<file path="config.mk">
export PLATFORM = sky130hd
export DESIGN_NAME = scrb_bank
export DESIGN_NICKNAME = d
export VERILOG_FILES = /design/src/design/scrb_pkg.sv /design/src/design/scrb_seq_if.sv /design/src/design/scrb_bank.sv /design/src/design/scrb_seq.sv
export SDC_FILE = /design/constraint.sdc
export NUM_CORES = 1
export LEC_CHECK = 0
export BUFFER_PORTS_ARGS = -buffer_cell sky130_fd_sc_hd__buf_4
export CORE_ASPECT_RATIO = 1.1
export CORE_MARGIN = 8
export CORE_UTILIZATION = 45
export DETAILED_ROUTE_END_ITERATION = 8
export PLACE_DENSITY = 0.69
export SLEW_MARGIN = 20
export SYNTH_ARGS = -nofsm -noshare
export SYNTH_HDL_FRONTEND = slang
export SYNTH_SLANG_ARGS = --single-unit
</file>
<file path="constraint.sdc">
create_clock -name ref_clk -period 3.1 [get_ports ref_clk]
set_input_delay 0.775 -clock ref_clk [delete_from_list [all_inputs] [get_ports ref_clk]]
set_output_delay 0.775 -clock ref_clk [all_outputs]
set_load 0.1 [all_outputs]
</file>
<file path="src/design/scrb_pkg.sv">
// Constants and types shared by the synthesiser control register bank.
package scrb_pkg;

  // Register offsets.
  localparam logic [7:0] ADDR_FREQ3 = 8'h0f;
  localparam logic [7:0] ADDR_FREQ2 = 8'h10;
  localparam logic [7:0] ADDR_FREQ1 = 8'h11;
  localparam logic [7:0] ADDR_FREQ0 = 8'h12;
  localparam logic [7:0] ADDR_CTRL = 8'h87;
  localparam logic [7:0] ADDR_LOOP = 8'h89;

  // Control register and loop register fields.
  localparam int BIT_SOFT_RST = 7;
  localparam int BIT_NEW_FREQ = 6;
  localparam int BIT_HOLD_MULT = 5;
  localparam int BIT_HOLD_CV = 4;
  localparam int BIT_RELOAD = 0;
  localparam int BIT_LOOP_HOLD = 4;

  // Values after reset.
  localparam logic [31:0] FREQ_RST = 32'h0000_0000;
  localparam logic [7:0] CTRL_RST = 8'h00;
  localparam logic [7:0] LOOP_RST = 8'h00;

  // Width of the control-voltage converter word.
  localparam int CV_W = 16;

  // Sequence timing at a 10 ns clock.
  localparam int CLK_PERIOD_PS = 10000;
  localparam int SOFT_RST_NS = 1000;
  localparam int RELOAD_NS = 500;
  localparam int SOFT_RST_CYC = (SOFT_RST_NS * 1000 + CLK_PERIOD_PS - 1) / CLK_PERIOD_PS;
  localparam int RELOAD_CYC = (RELOAD_NS * 1000 + CLK_PERIOD_PS - 1) / CLK_PERIOD_PS;
  localparam int SEQ_CNT_W = 16;

  typedef enum logic [1:0] {
    SEQ_IDLE = 2'b00,
    SEQ_SOFT = 2'b01,
    SEQ_RELOAD = 2'b10
  } scrb_seq_state_t;

  typedef struct packed {
    scrb_seq_state_t state;
    logic [SEQ_CNT_W-1:0] cnt;
  } scrb_seq_t;

  typedef struct packed {
    logic [31:0] freq;
    logic softRst;
    logic freqStrobe;
    logic holdMult;
    logic holdCv;
    logic reload;
    logic loopHold;
    logic [31:0] multWord;
    logic [CV_W-1:0] cvWord;
    logic [7:0] rdData;
  } scrb_state_t;

endpackage : scrb_pkg

</file>
<file path="src/design/scrb_seq_if.sv">
// Handshake between the register bank and its reset and reload sequencer.
`timescale 1ns/1ps
`default_nettype none
interface scrb_seq_if;
  logic softReq;
  logic reloadReq;
  logic inSoft;
  logic inReload;
  logic softDone;
  logic reloadDone;
  modport bank (output softReq, output reloadReq,
    input inSoft, input inReload, input softDone, input reloadDone);
  modport seq (input softReq, input reloadReq,
    output inSoft, output inReload, output softDone, output reloadDone);
endinterface : scrb_seq_if
`default_nettype wire

</file>
<file path="src/design/scrb_bank.sv">
// Control register bank of the frequency synthesiser, on the serial register port.
`timescale 1ns/1ps
`default_nettype none
module scrb_bank
  import scrb_pkg::*;
(
  // Clock and reset.
  input wire logic ref_clk,
  input wire logic rst,
  // Register port from the serial interface state machine.
  input wire logic [7:0] regAddr,
  input wire logic regWrStb,
  input wire logic [7:0] regWrData,
  input wire logic regRdStb,
  output logic [7:0] regRdData,
  output logic serialAbort,
  // Synthesis loop.
  output logic [31:0] altReferenceFreqWord,
  output logic newFrequencyStrobe,
  input wire logic newFreqApplied,
  output logic holdSynthLoop,
  // Control-voltage converter.
  input wire logic [CV_W-1:0] cvSample,
  output logic [CV_W-1:0] cvWord,
  // Nonvolatile store.
  output logic nvReadReq,
  input wire logic [31:0] nvFreqWord,
  // Clock output driver.
  output logic clkOutOe
);

  localparam int SOFT_MAX = SOFT_RST_CYC + 3;
  localparam int RELOAD_MAX = RELOAD_CYC + 3;
  localparam scrb_state_t STATE_RST = '{
    freq: FREQ_RST,
    softRst: CTRL_RST[BIT_SOFT_RST],
    freqStrobe: CTRL_RST[BIT_NEW_FREQ],
    holdMult: CTRL_RST[BIT_HOLD_MULT],
    holdCv: CTRL_RST[BIT_HOLD_CV],
    reload: CTRL_RST[BIT_RELOAD],
    loopHold: LOOP_RST[BIT_LOOP_HOLD],
    multWord: FREQ_RST,
    cvWord: '0,
    rdData: 8'h00
  };

  scrb_state_t q_ff;
  scrb_state_t nxt_q;
  logic wrAllowed;
  logic ctrlWr;
  logic loopWr;

  scrb_seq_if seqBus ();

  scrb_seq u_seq (
    .ref_clk(ref_clk),
    .rst(rst),
    .sq(seqBus.seq)
  );

  ////////////////////////////////////////////////////////////////////////////
  // Read decode.

  function automatic logic [7:0] readReg(input scrb_state_t s, input logic [7:0] a);
    logic [7:0] r;
    r = 8'h00;
    unique case (a)
      ADDR_FREQ3: r = s.freq[31:24];
      ADDR_FREQ2: r = s.freq[23:16];
      ADDR_FREQ1: r = s.freq[15:8];
      ADDR_FREQ0: r = s.freq[7:0];
      ADDR_CTRL: begin
        r[BIT_SOFT_RST] = s.softRst;
        r[BIT_NEW_FREQ] = s.freqStrobe;
        r[BIT_HOLD_MULT] = s.holdMult;
        r[BIT_HOLD_CV] = s.holdCv;
        r[BIT_RELOAD] = s.reload;
      end
      ADDR_LOOP: r[BIT_LOOP_HOLD] = s.loopHold;
      default: r = 8'h00;
    endcase
    return r;
  endfunction : readReg

  ////////////////////////////////////////////////////////////////////////////
  // Next state.

  // The serial machine is aborted during a soft reset, so any write it
  // still presents then is dropped rather than half applied.
  assign wrAllowed = regWrStb && !q_ff.softRst;
  assign ctrlWr = wrAllowed && (regAddr == ADDR_CTRL);
  assign loopWr = wrAllowed && (regAddr == ADDR_LOOP);

  always_comb begin
    nxt_q = q_ff;

    // Words delivered to the analogue side follow their sources unless held.
    if (!q_ff.holdMult) begin
      nxt_q.multWord = q_ff.freq;
    end
    if (!q_ff.holdCv) begin
      nxt_q.cvWord = cvSample;
    end

    // Hardware clears come first so that a host write in the same cycle wins.
    if (newFreqApplied) begin
      nxt_q.freqStrobe = 1'b0;
    end
    if (seqBus.reloadDone) begin
      nxt_q.freq = nvFreqWord;
      nxt_q.reload = 1'b0;
    end
    if (seqBus.softDone) begin
      nxt_q.softRst = 1'b0;
    end

    if (wrAllowed) begin
      unique case (regAddr)
        ADDR_FREQ3: nxt_q.freq[31:24] = regWrData;
        ADDR_FREQ2: nxt_q.freq[23:16] = regWrData;
        ADDR_FREQ1: nxt_q.freq[15:8] = regWrData;
        ADDR_FREQ0: nxt_q.freq[7:0] = regWrData;
        ADDR_CTRL: begin
          nxt_q.freqStrobe = regWrData[BIT_NEW_FREQ] | (q_ff.freqStrobe & !newFreqApplied);
          nxt_q.holdMult = regWrData[BIT_HOLD_MULT];
          nxt_q.holdCv = regWrData[BIT_HOLD_CV];
          // A written zero leaves a reload in flight untouched.
          if (regWrData[BIT_RELOAD]) begin
            nxt_q.reload = 1'b1;
          end
        end
        ADDR_LOOP: nxt_q.loopHold = regWrData[BIT_LOOP_HOLD];
        default: begin
        end
      endcase
    end

    // Soft reset puts every field except rdData loaded by a same-cycle read back to its reset value at once;
    // only the bit itself stays up until the sequence ends.
    if (ctrlWr && regWrData[BIT_SOFT_RST]) begin
      nxt_q = STATE_RST;
      nxt_q.softRst = 1'b1;
    end

    if (regRdStb) begin
      nxt_q.rdData = readReg(q_ff, regAddr);
    end
  end

  always_ff @(posedge ref_clk) begin
    if (rst) begin
      q_ff <= STATE_RST;
    end else begin
      q_ff <= nxt_q;
    end
  end

  ////////////////////////////////////////////////////////////////////////////
  // Outputs.

  assign seqBus.softReq = q_ff.softRst;
  assign seqBus.reloadReq = q_ff.reload;

  assign regRdData = q_ff.rdData;
  assign serialAbort = q_ff.softRst;
  // The reload never touches the serial machine.
  assign nvReadReq = seqBus.inReload;
  assign altReferenceFreqWord = q_ff.multWord;
  assign newFrequencyStrobe = q_ff.freqStrobe;
  assign holdSynthLoop = q_ff.loopHold;
  assign cvWord = q_ff.cvWord;
  // The output driver is released for the whole soft reset.
  assign clkOutOe = !q_ff.softRst;

  ////////////////////////////////////////////////////////////////////////////
  // Checks.

  a_freq_byte_wr: assert property (@(posedge ref_clk) disable iff (rst)
    wrAllowed && (regAddr == ADDR_FREQ3) |=> q_ff.freq[31:24] == $past(regWrData))
    else $error("Frequency byte 15 write not stored.");

  a_freq_lsb_rd: assert property (@(posedge ref_clk) disable iff (rst)
    regRdStb && (regAddr == ADDR_FREQ0) |=> regRdData == $past(q_ff.freq[7:0]))
    else $error("Frequency byte 18 read back wrong.");

  a_soft_rst_clear: assert property (@(posedge ref_clk) disable iff (rst)
    ctrlWr && regWrData[BIT_SOFT_RST]
    |=> (q_ff.freq == FREQ_RST) && !q_ff.holdMult && !q_ff.loopHold && !q_ff.reload)
    else $error("Soft reset left state behind.");

  a_soft_clk_off: assert property (@(posedge ref_clk) disable iff (rst)
    ctrlWr && regWrData[BIT_SOFT_RST] |=> !clkOutOe && serialAbort ##1 !clkOutOe)
    else $error("Clock output driven during soft reset.");

  a_soft_self_clr: assert property (@(posedge ref_clk) disable iff (rst)
    $rose(q_ff.softRst) |-> ##[1:SOFT_MAX] !q_ff.softRst)
    else $error("Soft reset bit did not clear itself.");

  a_soft_wr_drop: assert property (@(posedge ref_clk) disable iff (rst)
    q_ff.softRst && regWrStb && (regAddr == ADDR_LOOP) && !seqBus.softDone |=> !q_ff.loopHold)
    else $error("Write accepted during soft reset.");

  a_strobe_self_clr: assert property (@(posedge ref_clk) disable iff (rst)
    q_ff.freqStrobe && newFreqApplied && !ctrlWr |=> !newFrequencyStrobe)
    else $error("New frequency strobe did not clear.");

  a_strobe_set_wins: assert property (@(posedge ref_clk) disable iff (rst)
    ctrlWr && regWrData[BIT_NEW_FREQ] && !regWrData[BIT_SOFT_RST] |=> newFrequencyStrobe)
    else $error("New frequency strobe lost.");

  a_mult_hold: assert property (@(posedge ref_clk) disable iff (rst)
    q_ff.holdMult && !ctrlWr |=> $stable(altReferenceFreqWord))
    else $error("Multiplier word moved while held.");

  a_mult_follow: assert property (@(posedge ref_clk) disable iff (rst)
    !q_ff.holdMult && !ctrlWr |=> altReferenceFreqWord == $past(q_ff.freq))
    else $error("Multiplier word did not follow the frequency word.");

  a_cv_hold: assert property (@(posedge ref_clk) disable iff (rst)
    q_ff.holdCv && !ctrlWr |=> $stable(cvWord))
    else $error("Converter word moved while held.");

  a_reload_copy: assert property (@(posedge ref_clk) disable iff (rst)
    seqBus.reloadDone && !wrAllowed |=> q_ff.freq == $past(nvFreqWord) && !q_ff.reload)
    else $error("Reload did not copy the stored word.");

  a_reload_self_clr: assert property (@(posedge ref_clk) disable iff (rst)
    $rose(q_ff.reload) && !q_ff.softRst |-> ##[1:RELOAD_MAX] !q_ff.reload)
    else $error("Reload bit did not clear itself.");

  // A soft reset written during a reload overlaps it for one cycle before the sequencer switches.
  a_reload_no_abort: assert property (@(posedge ref_clk) disable iff (rst)
    nvReadReq && !$past(ctrlWr && regWrData[BIT_SOFT_RST]) |-> !serialAbort)
    else $error("Reload disturbed the serial interface.");

  a_loop_hold_wr: assert property (@(posedge ref_clk) disable iff (rst)
    loopWr && !regWrData[BIT_SOFT_RST] |=> holdSynthLoop == $past(regWrData[BIT_LOOP_HOLD]))
    else $error("Loop hold bit not applied.");

  a_ctrl_rd_zero: assert property (@(posedge ref_clk) disable iff (rst)
    regRdStb && (regAddr == ADDR_CTRL) |=> regRdData[3:1] == 3'b000)
    else $error("Control register bits 3:1 not zero.");

  a_reset_ctrl: assert property (@(posedge ref_clk)
    $fell(rst) |-> !q_ff.softRst && !q_ff.freqStrobe && !q_ff.reload)
    else $error("Control register not clear after reset.");

endmodule : scrb_bank
`default_nettype wire

</file>
<file path="src/design/scrb_seq.sv">
// Timed sequencer for the soft reset and the nonvolatile reload.
`timescale 1ns/1ps
`default_nettype none
module scrb_seq
  import scrb_pkg::*;
(
  // Clock and reset.
  input wire logic ref_clk,
  input wire logic rst,
  // Bank side.
  scrb_seq_if.seq sq
);

  scrb_seq_t q_ff;
  scrb_seq_t nxt_q;

  ////////////////////////////////////////////////////////////////////////////
  // A soft reset overrides a reload in flight, since it wipes the
  // registers that the reload would fill anyway.
  always_comb begin
    nxt_q = q_ff;
    unique case (q_ff.state)
      SEQ_IDLE: begin
        if (sq.softReq) begin
          nxt_q.state = SEQ_SOFT;
          nxt_q.cnt = SEQ_CNT_W'(SOFT_RST_CYC - 1);
        end else if (sq.reloadReq) begin
          nxt_q.state = SEQ_RELOAD;
          nxt_q.cnt = SEQ_CNT_W'(RELOAD_CYC - 1);
        end
      end
      SEQ_SOFT: begin
        if (q_ff.cnt == '0) begin
          nxt_q.state = SEQ_IDLE;
        end else begin
          nxt_q.cnt = q_ff.cnt - 1'b1;
        end
      end
      SEQ_RELOAD: begin
        if (sq.softReq) begin
          nxt_q.state = SEQ_SOFT;
          nxt_q.cnt = SEQ_CNT_W'(SOFT_RST_CYC - 1);
        end else if (q_ff.cnt == '0) begin
          nxt_q.state = SEQ_IDLE;
        end else begin
          nxt_q.cnt = q_ff.cnt - 1'b1;
        end
      end
      default: begin
        nxt_q.state = SEQ_IDLE;
      end
    endcase
  end

  always_ff @(posedge ref_clk) begin
    if (rst) begin
      q_ff <= '{state: SEQ_IDLE, cnt: '0};
    end else begin
      q_ff <= nxt_q;
    end
  end

  assign sq.inSoft = (q_ff.state == SEQ_SOFT);
  assign sq.inReload = (q_ff.state == SEQ_RELOAD);
  assign sq.softDone = (q_ff.state == SEQ_SOFT) && (q_ff.cnt == '0);
  assign sq.reloadDone = (q_ff.state == SEQ_RELOAD) && (q_ff.cnt == '0) && !sq.softReq;

endmodule : scrb_seq
`default_nettype wire

</file>
Word level (Yosys, flattened, before mapping):

Cells that the tools add are included.

* register bits after elaboration: 112
* logic and storage cells: 69
* input port bits: 69

* bitwise gates (word level): 2
* mux-type cells: 28
* $add $sub $neg: 1
* equality and inequality tests: 9
* reduce and logical (&&, ||, !) cells: 17

Operators with widths (number)
* $mux W32: 3
* $mux W62: 1
* $mux W18: 3
* $pmux W16 S3: 1
* $mux W8: 5
* $mux W16: 2
* $eq A8 B5 Y1 const B: 3
* $eq A8 B8 Y1 const B: 2
* $logic_not A16 Y1: 1
* $sub A16 B1 Y16 const B: 1
* $pmux W3 S5: 1
* $pmux W3 S4: 1
* $eq A8 B4 Y1 const B: 1
* $logic_and A1 B1 Y1: 6
* $pmux W1 S6: 1
* $pmux W2 S3: 1
* $reduce_and A2 Y1: 3
* $mux W1: 5
* $mux W5: 1
* $pmux W1 S5: 1
* $mux W4: 1
* $reduce_bool A2 Y1: 2
* $ne A3 B3 Y1 const B: 1
* $reduce_bool A3 Y1: 1
* 8 further kinds: 9

Longest topological paths before layout:

* word-level depth: 9
* depth in mapped cells: 8

Cells and area by module:

From an unflattened synthesis, not the netlist that was laid out.

* cells, all modules: 602
* area total of the unflattened synthesis: 5621.6 µm²

Modules (own cells, without submodules)
* scrb_bank: area an instance 4483.0 µm², times used 1, cells each 462
* scrb_seq: area an instance 1138.6 µm², times used 1, cells each 140

Worst setup path after synthesis:

Ideal clock, no wire load.

* kind: reg2out
* start point: register q_ff, in the netlist serialAbort
* end point: output port clkOutOe
* cell stages (with the launch flop): 3
* data arrival time: 1752 ps
* slack: 573 ps
* cell sequence: dfxtp_1 -> clkbuf_1 -> inv_1

* longest elaborated chain between the ends: 1

Ends and longest elaborated chain
* start: declaration: RTL line scrb_bank.sv:47 `scrb_state_t q_ff;`
* start signal: assignment: RTL line scrb_bank.sv:154 `q_ff <= nxt_q;`
* $logic_not A1 Y1: RTL line scrb_bank.sv:173 `assign clkOutOe = !q_ff.softRst;`
* end: declaration: RTL line scrb_bank.sv:29 `output logic clkOutOe`

No other way between the ends.

Worst setup path after layout:

* start point: register u_seq.q_ff[7] in the netlist's numbering
* end point: register q_ff[78] in the netlist's numbering

* longest elaborated chain between the ends: 6

Ends and longest elaborated chain
* start: declaration: RTL line scrb_seq.sv:14 `scrb_seq_t q_ff;`
* start signal: assignment: RTL line scrb_seq.sv:57 `q_ff <= '{state: SEQ_IDLE, cnt: '0};`
* start signal: assignment: RTL line scrb_seq.sv:59 `q_ff <= nxt_q;`
* $logic_not A16 Y1 *: RTL line scrb_seq.sv:66 `assign sq.reloadDone = (q_ff.state == SEQ_RELOAD) && (q_ff.cnt == '0) && !sq.softReq;`
* $logic_and A1 B1 Y1 * (2 in a row): RTL line scrb_seq.sv:66
* $mux W32 *: RTL line scrb_bank.sv:109 `if (seqBus.reloadDone) begin`
* $mux W8: RTL line scrb_bank.sv:118 `unique case (regAddr)`
* $mux W32 *: RTL line scrb_bank.sv:117 `if (wrAllowed) begin`

Every way passes the cells marked *; elsewhere a longest branch is shown, timed or not.
A chain may end at the register's enable or synchronous reset.

==> flow_summary.toml <==
[status]
status = "finished clean"

[clocking]
htreeDepth = 3
clk_pin_slew_ns = 0.08
post_cts_buffers = 0
root_buffer = "clkbuf_16"
cts_tree = "yes"
clk_latency_ns = 0.35
clock-sinks = 112
cts_buffers = 9
clk_path_buf_depth = 2
ctsResizeCount = 0
cts_hold_buf = 0

[floorplanning]
core-area_um2 = 12000
ios = 130
die-height_um = 133
die-width_um = 122
start_util_pct = 46.2
dieArea_um2 = 16200
rows = 42

[synth]
ys_seq_area_share_pct = 40.3
synth_edf_count = 0
synth_top_family_by_area = "multiplexers"
synth.distinct_cells = 61
async_flop_share_pct = 0
synthSimpleGateAreaFrac_pct = 14.9
yosys_register_bits = 112
syn_area_per_cell_um2 = 9.19
synthesis.nets = 679
synthFlopType = "dfxtp_1"
netlist_area_um2 = 5560
synth_xor_area_share_pct = 1.42
syn_inst = 605
synth_fa_ha_area_share_pct = 1.12
synth_compound_area_share_pct = 14.9
muxShareOfSynthArea_pct = 16.4
yosysWarnings = 0

[placed_design]
placed_area_um2 = 6260
dp_cells = 811
gp_congestion = 0.862
port-buffer-count = 129
dpl.hpwl_um = 11600

[worst_setup_path]
critical_path.endpoint = "q_ff[78]"
startpoint = "u_seq.q_ff[7]"
cp.required_ns = 3.34
path_max_fanout = 33
r2r_setup_slack_ns = 0.68
critPathLaunchType = "flip-flop"
r2r.worst_path.cells = 6
worst_r2r_endpoint = "q_ff[78]"
criticalPathCategory = "flip-flop to flip-flop"
r2r_start = "u_seq.q_ff[7]"
worstPathArrival_ns = 2.66
cp-end-kind = "flip-flop"

[finish]
drive_gt1_share_pct = 25.4
diodes = 0
final_cells = 827
final_cell_mix = "buf_4 (140), dfxtp_1 (111), mux2i_1 (91), nor2_1 (79), o21ai_0 (47)"
final_area_um2 = 6550
nets = 742
area_growth_pct = 17.7
layout_commonest_cell = "buf_4"

[grt]
antenna_found_initial = 0
grt_pass1_wl_um = 23800
track_usage_pct = 18.3
grt_max_degree = 34
first_global_vias = 4610
gr-total-overflow = 0

[timing]
hold_viol = 0
tightestPinTransition_ns = 0.982
slew-limit-headroom_pct = 34.5
rsz0062_at_grt = "no"
setup_viol = 0
period_share_pct = 78.0
fin_setup_tns_ns = 0
fin_worst_skew_ns = 0.0104
drv_slew = 0
period_minus_slack_ns = 2.42
max_freq_ghz = 0.414

[power]
power.leakage_uw = 0.00274
power_uw = 2880
ir_drop_uv = 255
power_density_nw_per_um2 = 440

[drt]
routed_wl_um = 15100
drt_iter0_drc = 360
drt-pass1-iter-count = 7
wl_per_cell_um = 18.2
vias_per_cell = 5.50
drtAntennaViolNets = 0
drc = 0
vias = 4545

[flow_run]
maxCapViolations = 0

[hold_path]
hold_class = "flip-flop to flip-flop"
-- metrics by stage --
| step | hold slack, ns | util [%] | worst slack, ns |
|---|---|---|---|
| 6_report | 0.482 | 54.4 | 0.683 |
| 4_1_cts | 0.484 | 54.4 | 0.661 |
| 3_5_place_dp | 0.481 | 52.0 | 0.345 |
| 2_1_floorplan | 0.434 | - | 0.573 |
| 3_3_place_gp | 0.474 | 52.0 | 0.409 |
| 5_1_grt | 0.507 | 54.4 | 0.565 |
-- cell families after synthesis --
kind of cell / after synthesis
AO/OA/AOI/OAI: 134
flip-flops: 112
XOR/XNOR: 9
AND/OR/NAND/NOR: 155
buffers and inverters: 99
adder cells (fa/ha/maj): 5
multiplexers: 91
-- layer usage --
| layer | global-route usage [%] | vias to the layer above | part of all wire (%) |
|---|---|---|---|
| met5 | 0 | - | 0 |
| met4 | 8.44 | 0 | 2.6 |
| met3 | 4.64 | 27 | 8.0 |
| met2 | 30.2 | 179 | 48 |
| met1 | 21.7 | 2116 | 42 |
| li1 | - | 2223 | - |
-- flip-flops by register name (all words and copies together), names as in the netlist, 8 cells and up --
name and cells:
regRdData 8, q_ff 34, altReferenceFreqWord 32, cvWord 16, u_seq.q_ff 18
-- critical path, stage by stage, from the launching register on --
cell and delay (ns):
dfxtp_1 0.37, or4_1 0.72, nor4b_4 0.42, nand3_4 0.10, buf_4 0.31, mux2i_1 0.26, a21oi_1 0.09
-- how the worst min path moves through the flow --
stage                      start           end  slack, ns  depth (start not counted)
floorplan           regRdData[0]  regRdData[0]       0.43                          1
detailed placement  regRdData[5]  regRdData[5]       0.48                          1
global placement    regRdData[3]  regRdData[3]       0.47                          1
finish              regRdData[2]  regRdData[2]       0.48                          1
CTS                 regRdData[2]  regRdData[2]       0.48                          1
global route        regRdData[6]  regRdData[6]       0.51                          1
-- layout make-up --
type | instances | area (um2)
sequential | 112 | 2240
multi-input combinational | 394 | 2710
clock inverter | 7 | 62.6
fill | 1078 | 5490
clock buffer | 9 | 225
tap | 154 | 193
inverter | 10 | 37.5
timing repair buffer | 141 | 1070
-- report_power, final --
part / total, uW / internal [uW] / switching, uW
sequential: 1460 / 1450 / 8.54
combinational: 277 / 98.0 / 180
clock: 1140 / 565 / 578
total: 2880 / 2110 / 766
-- cell usage after synthesis, types with 5 or more instances --
master | instances | area share, %
nor2_1 | 79 | 5.3
a22oi_1 | 7 | 0.94
mux2i_1 | 91 | 16
nand3_1 | 5 | 0.45
inv_1 | 10 | 0.67
nor3_1 | 9 | 0.81
dfxtp_1 | 112 | 40
nand2_1 | 19 | 1.3
a21oi_1 | 43 | 3.9
nor2b_1 | 6 | 0.67
or3_1 | 5 | 0.56
xnor2_1 | 6 | 0.94
o21ai_0 | 47 | 4.2
ha_1 | 5 | 1.1
clkbuf_1 | 25 | 1.7
o2bb2ai_1 | 7 | 1.1
buf_4 | 56 | 7.6
No activity file was read; power rests on OpenSTA's default activity.
